--- config.mk ---
export PLATFORM = sky130hd
export DESIGN_NAME = sbrc_ctl_flat
export DESIGN_NICKNAME = d
export VERILOG_FILES = /design/src/pkg/sbrc_pkg.sv /design/src/pkg/sbrc_if.sv /design/src/rtl/sbrc_ctl.sv /design/src/flat_wrapper.sv
export VERILOG_INCLUDE_DIRS = /design/src /design/src/pkg
export SDC_FILE = /design/constraint.sdc
export NUM_CORES = 1
export LEC_CHECK = 0
export ABC_AREA = 1
export BUFFER_PORTS_ARGS = -buffer_cell sky130_fd_sc_hd__buf_2
export CORE_UTILIZATION = 43
export CTS_BUF_LIST = sky130_fd_sc_hd__clkbuf_4
export DETAILED_ROUTE_END_ITERATION = 12
export PLACE_DENSITY = 0.64
export SLEW_MARGIN = 10
export SYNTH_ARGS = -nofsm -noshare
export SYNTH_HDL_FRONTEND = slang
export SYNTH_SLANG_ARGS = --single-unit
--- constraint.sdc ---
create_clock -name hclk -period 2.9 [get_ports hclk]
set_clock_uncertainty 0.2 [all_clocks]
set_input_delay 0.435 -clock hclk [delete_from_list [all_inputs] [get_ports hclk]]
set_output_delay 0.435 -clock hclk [all_outputs]
set_load 0.05 [all_outputs]
--- src/pkg/sbrc_cfg.svh ---
// Constants for the bank, read and calibration-pattern command link
// Operation
// - Enter pattern mode: precharge, wait, set mode three
// - Pattern location zero redirects reads to pattern
// - Wait command gap and update after mode set
// - No writes while pattern mode enabled
// - Pattern read: column low zero, full burst; device chops to four when mode field is 10
// - Pattern burst appears after additive plus CAS latency
// - Controller may repeat pattern reads freely
// - Exit: wait exit delay, clear pattern enable
// - After exit, array serves; wait before activate
// - Activate opens row in bank until precharge
// - Precharge bank before activating another row
// - Precharge closes one/all banks; wait precharge period
// - Other-bank access allowed during auto precharge
// - Precharged bank idle; activate before read/write
// - Precharge to idle bank restarts precharge period
// - A12 selects chopped four or full eight
// - A12 never decoded as column bit
// - Eight beats: field 00, or 01 with A12
// - Pattern mode allows only reads until exit
// - Line 0 carries pattern; others copy or zero
`ifndef SBRC_CFG_SVH
`define SBRC_CFG_SVH
`define SBRC_AL 0
`define SBRC_CL 6
`define SBRC_RLMAX 16
`define SBRC_T_RP 9
`define SBRC_T_MRD 4
`define SBRC_T_MOD 12
`define SBRC_T_MPRR 1
`define SBRC_T_CCD 4
`define SBRC_CK_HALF 4
`define SBRC_MR_ZERO 3'h0
`define SBRC_MR_THREE 3'h3
`define SBRC_A_MPR_EN 2
`define SBRC_A_ALL 10
`define SBRC_A_BC 12
`define SBRC_OFS_CMD 4'h0
`define SBRC_OFS_STAT 4'h4
`define SBRC_OFS_RDLO 4'h8
`define SBRC_OFS_RDHI 4'hc
`define SBRC_F_OP 0
`define SBRC_F_BA 4
`define SBRC_F_ADDR 16
`endif

--- src/pkg/sbrc_pkg.sv ---
// Types shared by both ends of the command link
package sbrc_pkg;
  typedef enum logic [2:0] {
    SBRC_NOP, SBRC_MRS, SBRC_ACT, SBRC_PRE, SBRC_RD, SBRC_WR
  } sbrc_cmd_t;
endpackage

--- src/pkg/sbrc_if.sv ---
// Command, address and read data link between controller and device
interface sbrc_if;
  logic ck;
  sbrc_pkg::sbrc_cmd_t cmd;
  logic [2:0] ba;
  logic [14:0] addr;
  logic [7:0] dq;
  logic dq_vld;
  modport ctl (output ck, output cmd, output ba, output addr, input dq, input dq_vld);
  modport dev (input ck, input cmd, input ba, input addr, output dq, output dq_vld);
endinterface

--- src/rtl/sbrc_ctl.sv ---
// Controller end: AHB-Lite registers, link clock and command checks
`include "sbrc_cfg.svh"
module sbrc_ctl #(
  parameter int AL = `SBRC_AL,
  parameter int CL = `SBRC_CL,
  parameter int T_RP = `SBRC_T_RP,
  parameter int T_MRD = `SBRC_T_MRD,
  parameter int T_MOD = `SBRC_T_MOD,
  parameter int T_MPRR = `SBRC_T_MPRR,
  parameter int CK_HALF = `SBRC_CK_HALF
) (
  input wire logic hclk,
  input wire logic hresetn,
  input wire logic hsel,
  input wire logic [31:0] haddr,
  input wire logic [1:0] htrans,
  input wire logic hwrite,
  input wire logic [2:0] hsize,
  input wire logic [31:0] hwdata,
  input wire logic hready,
  output logic [31:0] hrdata,
  output logic hreadyout,
  output logic hresp,
  sbrc_if.ctl lnk
);
  localparam int RLAT = AL + CL;
  localparam int T_MW = T_MRD > T_MOD ? T_MRD : T_MOD;

  ////////////////////////////////////////////////////////////////////////////
  // AHB-Lite slave, zero wait states, always OKAY
  logic aw_q, ar_q;
  logic [3:0] aofs_q;
  wire take_w = hsel && hready && htrans[1];
  always_ff @(posedge hclk or negedge hresetn) begin
    if (!hresetn) begin
      aw_q <= 1'b0;
      ar_q <= 1'b0;
      aofs_q <= 4'h0;
    end else begin
      aw_q <= take_w && hwrite;
      ar_q <= take_w && !hwrite;
      aofs_q <= haddr[3:0];
    end
  end
  wire wr_cmd = aw_q && aofs_q == `SBRC_OFS_CMD;
  wire wr_stat = aw_q && aofs_q == `SBRC_OFS_STAT;
  assign hreadyout = 1'b1;
  assign hresp = 1'b0;

  ////////////////////////////////////////////////////////////////////////////
  // Link clock divider; commands change while ck is low
  logic [7:0] div_q;
  logic ck_q;
  wire wrap_w = div_q == 8'(CK_HALF - 1);
  wire fall_w = wrap_w && ck_q;
  wire rise_w = wrap_w && !ck_q;
  always_ff @(posedge hclk or negedge hresetn) begin
    if (!hresetn) begin
      div_q <= 8'h0;
      ck_q <= 1'b0;
    end else begin
      div_q <= wrap_w ? 8'h0 : div_q + 8'h1;
      if (wrap_w)
        ck_q <= !ck_q;
    end
  end

  ////////////////////////////////////////////////////////////////////////////
  // Pending order from the command register
  logic pend_q;
  logic [2:0] op_q, ba_q;
  logic [14:0] a_q;
  wire sbrc_pkg::sbrc_cmd_t op_w = sbrc_pkg::sbrc_cmd_t'(op_q);

  // Bank table and timers, all counted in link clock periods
  logic [7:0] open_q;
  logic [14:0] row_q [8];
  logic [3:0] rp_q [8];
  logic [4:0] mw_q, ccd_q;
  logic [5:0] quiet_q;
  logic mpr_q, err_q, rdone_q;
  logic [1:0] bl_q;
  wire all_idle = open_q == 8'h0 && rp_q[0] == 4'h0 && rp_q[1] == 4'h0 &&
                  rp_q[2] == 4'h0 && rp_q[3] == 4'h0 && rp_q[4] == 4'h0 &&
                  rp_q[5] == 4'h0 && rp_q[6] == 4'h0 && rp_q[7] == 4'h0;
  wire mr3_w = ba_q == `SBRC_MR_THREE;
  wire en_mpr = a_q[`SBRC_A_MPR_EN];
  // Mode set: banks idle, gap met, reads drained before exit
  wire ok_mrs = mw_q == 5'h0 && (mpr_q ? (mr3_w && !en_mpr && quiet_q == 6'h0)
                : all_idle);
  wire ok_act = !mpr_q && mw_q == 5'h0 && !open_q[ba_q] &&
                rp_q[ba_q] == 4'h0;
  wire ok_pre = !mpr_q && mw_q == 5'h0;
  // Reads outside pattern mode need only their own bank open; other banks may be precharging
  wire ok_rd = mw_q == 5'h0 && ccd_q == 5'h0 &&
               (mpr_q || open_q[ba_q]);
  wire ok_wr = !mpr_q && mw_q == 5'h0 && ccd_q == 5'h0 && open_q[ba_q];
  logic ok_w;
  always_comb begin
    case (op_w)
      sbrc_pkg::SBRC_MRS: ok_w = ok_mrs;
      sbrc_pkg::SBRC_ACT: ok_w = ok_act;
      sbrc_pkg::SBRC_PRE: ok_w = ok_pre;
      sbrc_pkg::SBRC_RD: ok_w = ok_rd;
      sbrc_pkg::SBRC_WR: ok_w = ok_wr;
      sbrc_pkg::SBRC_NOP: ok_w = 1'b1;
      default: ok_w = 1'b0;
    endcase
  end
  wire issue_w = fall_w && pend_q && ok_w;
  wire refuse_w = fall_w && pend_q && !ok_w;
  wire is_rd = issue_w && op_w == sbrc_pkg::SBRC_RD;
  wire is_pre = issue_w && op_w == sbrc_pkg::SBRC_PRE;
  wire chop_w = bl_q == 2'b10 || (bl_q == 2'b01 && !a_q[`SBRC_A_BC]);
  // Pattern reads force column 000 and A12 high, a full burst unless the mode field is 10
  wire [14:0] a_out = (is_rd && mpr_q) ? {2'b00, 1'b1, a_q[11:3], 3'b000} : a_q;

  ////////////////////////////////////////////////////////////////////////////
  // Pin drivers, one link clock period per command
  sbrc_pkg::sbrc_cmd_t cmd_q;
  logic [2:0] pba_q;
  logic [14:0] pa_q;
  always_ff @(posedge hclk or negedge hresetn) begin
    if (!hresetn) begin
      cmd_q <= sbrc_pkg::SBRC_NOP;
      pba_q <= 3'h0;
      pa_q <= 15'h0;
    end else if (fall_w) begin
      cmd_q <= issue_w ? op_w : sbrc_pkg::SBRC_NOP;
      pba_q <= ba_q;
      pa_q <= a_out;
    end
  end
  assign lnk.ck = ck_q;
  assign lnk.cmd = cmd_q;
  assign lnk.ba = pba_q;
  assign lnk.addr = pa_q;

  ////////////////////////////////////////////////////////////////////////////
  // Order intake, bank tracking and timers
  always_ff @(posedge hclk or negedge hresetn) begin
    if (!hresetn) begin
      pend_q <= 1'b0;
      op_q <= 3'h0;
      ba_q <= 3'h0;
      a_q <= 15'h0;
      open_q <= 8'h0;
      mw_q <= 5'h0;
      ccd_q <= 5'h0;
      quiet_q <= 6'h0;
      mpr_q <= 1'b0;
      bl_q <= 2'h0;
      err_q <= 1'b0;
      for (int i = 0; i < 8; i++) begin
        row_q[i] <= 15'h0;
        rp_q[i] <= 4'h0;
      end
    end else begin
      if (wr_cmd && !pend_q) begin
        pend_q <= 1'b1;
        op_q <= hwdata[`SBRC_F_OP +: 3];
        ba_q <= hwdata[`SBRC_F_BA +: 3];
        a_q <= hwdata[`SBRC_F_ADDR +: 15];
      end else if (fall_w)
        pend_q <= 1'b0;
      // Refusal or busy write sets error; set beats clear
      if (refuse_w || (wr_cmd && pend_q))
        err_q <= 1'b1;
      else if (wr_stat && hwdata[1])
        err_q <= 1'b0;
      if (fall_w) begin
        if (mw_q != 5'h0)
          mw_q <= mw_q - 5'h1;
        if (ccd_q != 5'h0)
          ccd_q <= ccd_q - 5'h1;
        if (quiet_q != 6'h0)
          quiet_q <= quiet_q - 6'h1;
        for (int i = 0; i < 8; i++)
          if (rp_q[i] != 4'h0)
            rp_q[i] <= rp_q[i] - 4'h1;
      end
      if (issue_w && op_w == sbrc_pkg::SBRC_MRS) begin
        mw_q <= 5'(T_MW);
        if (mr3_w)
          mpr_q <= en_mpr;
        if (ba_q == `SBRC_MR_ZERO)
          bl_q <= a_q[1:0];
      end
      if (issue_w && op_w == sbrc_pkg::SBRC_ACT) begin
        open_q[ba_q] <= 1'b1;
        row_q[ba_q] <= a_q;
      end
      for (int i = 0; i < 8; i++)
        if (is_pre && (a_q[`SBRC_A_ALL] || ba_q == 3'(i))) begin
          open_q[i] <= 1'b0;
          rp_q[i] <= 4'(T_RP);
        end
      if (is_rd || (issue_w && op_w == sbrc_pkg::SBRC_WR))
        // Full burst holds the data lines eight link periods
        ccd_q <= (mpr_q || !chop_w) ? 5'(2 * `SBRC_T_CCD - 1) :
                 5'(`SBRC_T_CCD - 1);
      // Exit waits for last burst end plus exit delay
      if (is_rd)
        quiet_q <= 6'(RLAT + 8 + T_MPRR);
    end
  end

  ////////////////////////////////////////////////////////////////////////////
  // Read capture: synchronise, sample on each ck rise
  logic [8:0] dq_s1, dq_s2;
  logic vld_l;
  logic [63:0] shf_q, rd_q;
  always_ff @(posedge hclk or negedge hresetn) begin
    if (!hresetn) begin
      dq_s1 <= 9'h0;
      dq_s2 <= 9'h0;
      vld_l <= 1'b0;
      shf_q <= 64'h0;
      rd_q <= 64'h0;
      rdone_q <= 1'b0;
    end else begin
      dq_s1 <= {lnk.dq_vld, lnk.dq};
      dq_s2 <= dq_s1;
      if (rise_w) begin
        vld_l <= dq_s2[8];
        if (dq_s2[8])
          shf_q <= {dq_s2[7:0], shf_q[63:8]};
      end
      if (rise_w && vld_l && !dq_s2[8]) begin
        rd_q <= shf_q;
        rdone_q <= 1'b1;
      end else if (wr_stat && hwdata[2])
        rdone_q <= 1'b0;
    end
  end

  // Read mux from registered address phase
  wire [31:0] stat_w = {16'h0, open_q, bl_q, 1'b0, quiet_q != 6'h0, pend_q, mpr_q, rdone_q,
                        err_q};
  assign hrdata = !ar_q ? 32'h0 :
                  aofs_q == `SBRC_OFS_STAT ? stat_w :
                  aofs_q == `SBRC_OFS_RDLO ? rd_q[31:0] :
                  aofs_q == `SBRC_OFS_RDHI ? rd_q[63:32] : 32'h0;
endmodule

--- src/flat_wrapper.sv ---
// flat-port wrapper written by rule: the top's interface ports become plain ports
module sbrc_ctl_flat 
#(
  parameter int AL = `SBRC_AL,
  parameter int CL = `SBRC_CL,
  parameter int T_RP = `SBRC_T_RP,
  parameter int T_MRD = `SBRC_T_MRD,
  parameter int T_MOD = `SBRC_T_MOD,
  parameter int T_MPRR = `SBRC_T_MPRR,
  parameter int CK_HALF = `SBRC_CK_HALF
)
  (hclk, hresetn, hsel, haddr, htrans, hwrite, hsize, hwdata, hready, hrdata, hreadyout, hresp, lnk_ck, lnk_cmd, lnk_ba, lnk_addr, lnk_dq, lnk_dq_vld);
  sbrc_if lnk_i ();
  input wire logic hclk;
  input wire logic hresetn;
  input wire logic hsel;
  input wire logic [31:0] haddr;
  input wire logic [1:0] htrans;
  input wire logic hwrite;
  input wire logic [2:0] hsize;
  input wire logic [31:0] hwdata;
  input wire logic hready;
  output logic [31:0] hrdata;
  output logic hreadyout;
  output logic hresp;
  output wire logic [$bits(lnk_i.ck)-1:0] lnk_ck;
  output wire logic [$bits(lnk_i.cmd)-1:0] lnk_cmd;
  output wire logic [$bits(lnk_i.ba)-1:0] lnk_ba;
  output wire logic [$bits(lnk_i.addr)-1:0] lnk_addr;
  input wire logic [$bits(lnk_i.dq)-1:0] lnk_dq;
  input wire logic [$bits(lnk_i.dq_vld)-1:0] lnk_dq_vld;
  assign lnk_ck = lnk_i.ck;
  assign lnk_cmd = lnk_i.cmd;
  assign lnk_ba = lnk_i.ba;
  assign lnk_addr = lnk_i.addr;
  assign lnk_i.dq = lnk_dq;
  assign lnk_i.dq_vld = lnk_dq_vld;
  sbrc_ctl #(.AL(AL), .CL(CL), .T_RP(T_RP), .T_MRD(T_MRD), .T_MOD(T_MOD), .T_MPRR(T_MPRR), .CK_HALF(CK_HALF)) u_core (.hclk(hclk), .hresetn(hresetn), .hsel(hsel), .haddr(haddr), .htrans(htrans), .hwrite(hwrite), .hsize(hsize), .hwdata(hwdata), .hready(hready), .hrdata(hrdata), .hreadyout(hreadyout), .hresp(hresp), .lnk(lnk_i));
endmodule
# ---- Word-level counts from Yosys, hierarchy flattened
# Cells that the tools add are included.
dict set report classes {
  eq_ne 18
  bitwise_logic 2
  order_cmp 3
  addsub 12
  muxes 58
  reduce_logical 148
}
# operator n
set ops {}
lappend ops {{two-way mux 32 bit} 5}
lappend ops {{two-way mux 4 bit} 18}
lappend ops {{nonzero test 2 bit} 33}
lappend ops {{logical AND 1 bit} 51}
lappend ops {{logical NOT 4 bit} 10}
lappend ops {{nonzero test 4 bit} 8}
lappend ops {{subtractor 4 x 1 -> 4 bit, second input constant} 8}
lappend ops {{two-way mux 5 bit} 6}
lappend ops {{AND reduction 2 bit} 14}
lappend ops {{== test 3 bit, second input constant} 6}
lappend ops {{two-way mux 6 bit} 3}
lappend ops {{two-way mux 1 bit} 17}
lappend ops {{two-way mux 8 bit} 2}
lappend ops {{two-way mux 15 bit} 1}
lappend ops {{logical OR 1 bit} 13}
lappend ops {{binary-select mux 4 bit (select 3 bit)} 1}
lappend ops {{== test 3 x 2 -> 1 bit, second input constant} 4}
lappend ops {{logical NOT 1 bit} 10}
lappend ops {{logical NOT 5 bit} 2}
lappend ops {{nonzero test 5 bit} 2}
lappend ops {{subtractor 5 x 1 -> 5 bit, second input constant} 2}
lappend ops {{adder 8 x 1 -> 8 bit, second input constant} 1}
lappend ops {{== test 4 bit, second input constant} 2}
lappend ops {{== test 8 x 2 -> 1 bit, second input constant} 1}
lappend ops {{other kinds (18)} 21}
dict set report totals {
  word_cells 281
  output_inout_bits 56
  regBits 266
  in_bits 83
}

# ---- Longest topological paths before layout
dict set report depth {
  ltp_word 17
  depth_mapped 17
}

# ---- Worst setup path after synthesis
# No wires, ideal clock.
dict set report synth_timing {
  path_type {reg-to-output}
  start {register u_core.aofs_q[1]}
  end {output port hrdata[11]}
  path_stages_with_launch 9
  t_arrival_ps 2528
  path_slack_ps -263
  required_ps 2265
  path_cell_list {dfrtp_1 nor2_1 inv_1 nor2_1 nand2_1 clkinv_1 clkbuf_1 a221oi_1 a211oi_1}
}
dict set report synth_via {
  elab_chain_len 5
  elab_cells_between_ends 7
}
# element line_no
set synth_lines {}
lappend synth_lines {{start: declaration} sbrc_ctl.sv:32} ;# logic [3:0] aofs_q;
lappend synth_lines {{start signal: assignment} sbrc_ctl.sv:42} ;# aofs_q <= haddr[3:0];
lappend synth_lines {{== test 4 bit (no source line)} --}
lappend synth_lines {{two-way mux 32 bit} sbrc_ctl.sv:243} ;# aofs_q == `SBRC_OFS_RDHI ? rd_q[63:32] : 32'h0;
lappend synth_lines {{two-way mux 32 bit} sbrc_ctl.sv:242} ;# aofs_q == `SBRC_OFS_RDLO ? rd_q[31:0] :
lappend synth_lines {{two-way mux 32 bit (*)} sbrc_ctl.sv:241} ;# aofs_q == `SBRC_OFS_STAT ? stat_w :
lappend synth_lines {{two-way mux 32 bit (*)} sbrc_ctl.sv:240} ;# assign hrdata = !ar_q ? 32'h0 :
lappend synth_lines {{end: declaration} flat_wrapper.sv:23} ;# output logic [31:0] hrdata;
# Every way passes the cells marked *; elsewhere a longest branch is shown, timed or not.

# ---- Worst setup path after layout
dict set report layout_timing {
  start {register u_core.aofs_q[1]}
  end {output port hrdata[6]}
}
# Same word-level chain as after synthesis.

==> parameters.txt <==
Parameter                              Value

Global routing
  Wire length of the first global-routing pass ... 46200 um
  Pin count of the biggest net entering global routing ... 130
  Overall overflow remaining after global route ... 0
  Number of global-route vias before repair ... ~9400
  Initial antenna violation count ... 1
  Overall routing resource usage ... 20.5%

Power
  Leak pwr ... between 7 and 8 nW
  Worst VDD drop ... 0.399 mV
  Power per standard cell area ... 648 nW/um^2

Logic synthesis
  Main combinational cell family by area after synthesis ... simple AND/OR/NAND/NOR gates
  Prevailing post-synth register cell ... sky130_fd_sc_hd__dfrtp_1
  Top cell type's share of synthesized area ... 56.0%
  Yosys warns ... 0
  Share of async-settable or async-resettable flops after synthesis ... 100%
  Mean area per synthesized cell ... about 8.7 um^2
  Sequential fraction of the synthesis area ... 56.0%
  Synthesized-area fraction occupied by and/or/nand/nor cells ... 21.0%
  Seq cells post-synth ... 266
  XOR/XNOR share of the synthesized area ... 1.77%
  Arithmetic-cell share of the synthesized area counting full adders, half adders and majority gates ... 1.68%
  Cell accounting for the most synthesized area ... sky130_fd_sc_hd__dfrtp_1
  Number of enable flip-flop cells after synthesis ... 0
  Most numerous cell types in the synthesized netlist ... sky130_fd_sc_hd__nand2_1 (351), sky130_fd_sc_hd__dfrtp_1 (266), sky130_fd_sc_hd__inv_1 (185)
  Top cells by area in the synthesized netlist ... sky130_fd_sc_hd__dfrtp_1 (56%), sky130_fd_sc_hd__nand2_1 (11%), sky130_fd_sc_hd__o21ai_0 (6.9%)
  Post-synth net total ... 1473
  Count of unique library cells instantiated by Yosys ... 40
  Most used standard cell by instance count after synthesis ... sky130_fd_sc_hd__nand2_1
  Compound-gate portion of the synthesized area ... 10.9%
  Cells after Synth ... approximately 1400
  Mux cell area share after synthesis ... 0.473%
  Post-synth design cell area ... 11900 um^2

Layout
  Fillers ... 2395
  Net count reported at finish ... between 1500 and 2000
  Final Cell Area ... around 15000 um^2
  Share of cells above drive strength 1 ... 23.2%
  Utilization after layout ... 56.4%
  Non-filler instance count after layout ... 1970
  P&R area growth vs syn ... 28.2%

STA
  Max-slew violations ... 0
  Actual transition at the worst max-transition pin ... 0.598 ns
  Peak clock frequency supported by timing ... 336 MHz
  Final min period ... 2.98 ns
  Setup Viol. Count Final ... 24
  Final WS setup ... -0.0792 ns
  Final number of hold-violating endpoints ... 0
  Unrepaired setup endpoints after global routing ... yes
  Worst slew margin ... 60.0%
  Total Neg Setup Slack ... -0.724 ns
  Final clock period utilization by the worst path ... 103%

Setup path
  Nature of the critical path endpoint ... output port
  Critical setup path kind ... reg2out
  Crit-path max FO ... 6
  Critical path launch point type ... flip-flop
  Depth of the most critical reg-to-reg path ... 10
  Required arrival time at the worst endpoint ... 2.27 ns
  Critical path arrival ... 2.34 ns

Placed design
  Pre-CTS setup slack ... about 0.28 ns
  Detailed-placement wirelength estimate ... approximately 18000 um
  Count of placed standard cells including taps ... 1774
  Area post-placement ... 12900 um^2
  Placer Congestion ... 0.888
  Port Buffers ... 93

Die
  Initial core utilization ... 44.0%
  Standard cell core area ... 27000 um^2
  Site Rows ... 60
  Die Outline Area ... 28300 um^2
  Vertical die dimension ... 168 um
  Number of I/O pins ... 139
  Die Span X ... 168 um

Clock network
  Maximum buffer depth of the clock tree ... 3
  Clk slew on worst S/H paths ... 0.07 ns
  TritonCTS Buffers ... 73
  CTS tree ... done
  Clk Latency, worst-skew pair ... 0.70 ns
  CTS H-tree lvls ... 3
  Clock root cell ... sky130_fd_sc_hd__clkbuf_4
  Number of clock sinks ... 266

Hold path
  Type of the tightest min-delay check ... in2async

Drt
  Routed len/inst ... between 10 and 15 um
  Mean number of vias per cell ... approximately 4.9
  Total Wirelength ... 28400 um
  Via count ... about 9700
  First-iteration detailed-routing DRC count ... 628
  Antenna viol nets, final ... 0
  DRC violation count after routing ... 0
  First drt pass iteration count ... 5

Flow run
  MaxCap Viol Count ... 0

Outcome
  Outcome ... complete, but fails checks
  Violated checks ... setup timing
[sequential cells by signal (all words and copies together) (netlist names), 4 cells and up]
register / cells
u_core.rd_q: 64
u_core.aofs_q: 4
u_core.quiet_q: 6
u_core.open_q: 8
u_core.ccd_q: 5
u_core.shf_q: 64
u_core.lnk.addr: 15
u_core.div_q: 8
u_core.dq_s2: 9
u_core.rp_q: 32
u_core.a_q: 15
u_core.mw_q: 5
u_core.dq_s1: 9
[cell families after synthesis]
group	count (synthesis)
AO/OA/AOI/OAI	240
other	2
adder cells (fa/ha/maj)	16
buffers and inverters	249
AND/OR/NAND/NOR	572
XOR/XNOR	24
multiplexers	5
flip-flops	266
[path summary, 6_finish.rpt]
path	startpoint	endpoint	slack (ns)
min in group hclk	u_core.dq_s1[3]	u_core.dq_s2[3]	0.15
setup reg to reg	u_core.div_q[0]	u_core.rp_q[17]	0.33
hold reg to reg	u_core.dq_s1[3]	u_core.dq_s2[3]	0.15
hold / removal	hresetn	u_core.rp_q[21]	0.04
setup / recovery	u_core.aofs_q[1]	hrdata[6]	-0.08
max in group asynchronous	hresetn	u_core.rd_q[61]	1.65
[metal layers]
metal  track usage [%]  share of wire [%]  up-vias
met5                 0                  0        -
met3              4.28                4.3       69
met1              26.7                 45     4567
met2              32.9                 47      224
li1                  -                  -     4811
met4              9.29                3.0        0
[power by group]
part,internal (mW),total [mW],switching [mW],leakage (nW)
Clock,1.93,3.51,1.58,0.569
Combinational,0.685,1.81,1.13,3.47
Sequential,4.19,4.57,0.375,3.40
Total,6.81,9.88,3.08,7.45
[what timing repair did]
action	CTS	global route
setup buffers	13	12
hold buffers	39	0
cloned	3	1
hold endpoints to repair	304	0
resized for setup	139	23
pin swaps	18	22
setup endpoints to repair	32	31
[critical path, cell delays in order, from the launching register on]
cell,delay (ns)
sky130_fd_sc_hd__dfrtp_1,0.37
sky130_fd_sc_hd__nor2_2,0.16
sky130_fd_sc_hd__inv_2,0.09
sky130_fd_sc_hd__nor2_4,0.19
sky130_fd_sc_hd__nand2_4,0.09
sky130_fd_sc_hd__clkinv_4,0.08
sky130_fd_sc_hd__buf_12,0.12
sky130_fd_sc_hd__a221oi_1,0.05
sky130_fd_sc_hd__a211oi_2,0.32
sky130_fd_sc_hd__buf_6,0.22
[area by class of cell]
type | instances | area (um^2) | area share, %
antenna | 1 | 2.50 | 0.0164
clock buffer | 111 | 833 | 5.46
clock inverter | 16 | 136 | 0.894
inverter | 193 | 736 | 4.82
multi-input combinational | 859 | 4720 | 30.9
sequential | 266 | 6660 | 43.7
tap | 341 | 427 | 2.80
timing repair buffer | 183 | 1740 | 11.4
[placed cells by master, fill, tap and decap left out, drive strengths merged, types with 8 or more instances in the layout]
master	instances
nand3	76
ha	16
buf	143
nand2	356
nor2	115
dlygate4sd3	39
a211oi	13
clkinv	10
a21oi	43
xor2	17
dfrtp	266
inv	194
nand4	8
nor3	12
clkbuf	112
o21ai	165
a221oi	14
[stage by stage]
stage / power [mW] / hold slack (ns)
6_report: 9.88 / 0.0447
5_1_grt: 10.5 / 0.0618
4_1_cts: 9.98 / 0.0322
3_5_place_dp: 6.34 / 0.135
3_3_place_gp: 6.27 / 0.133
2_1_floorplan: 5.85 / -0.0606
(Power assumes the default switching activity.)
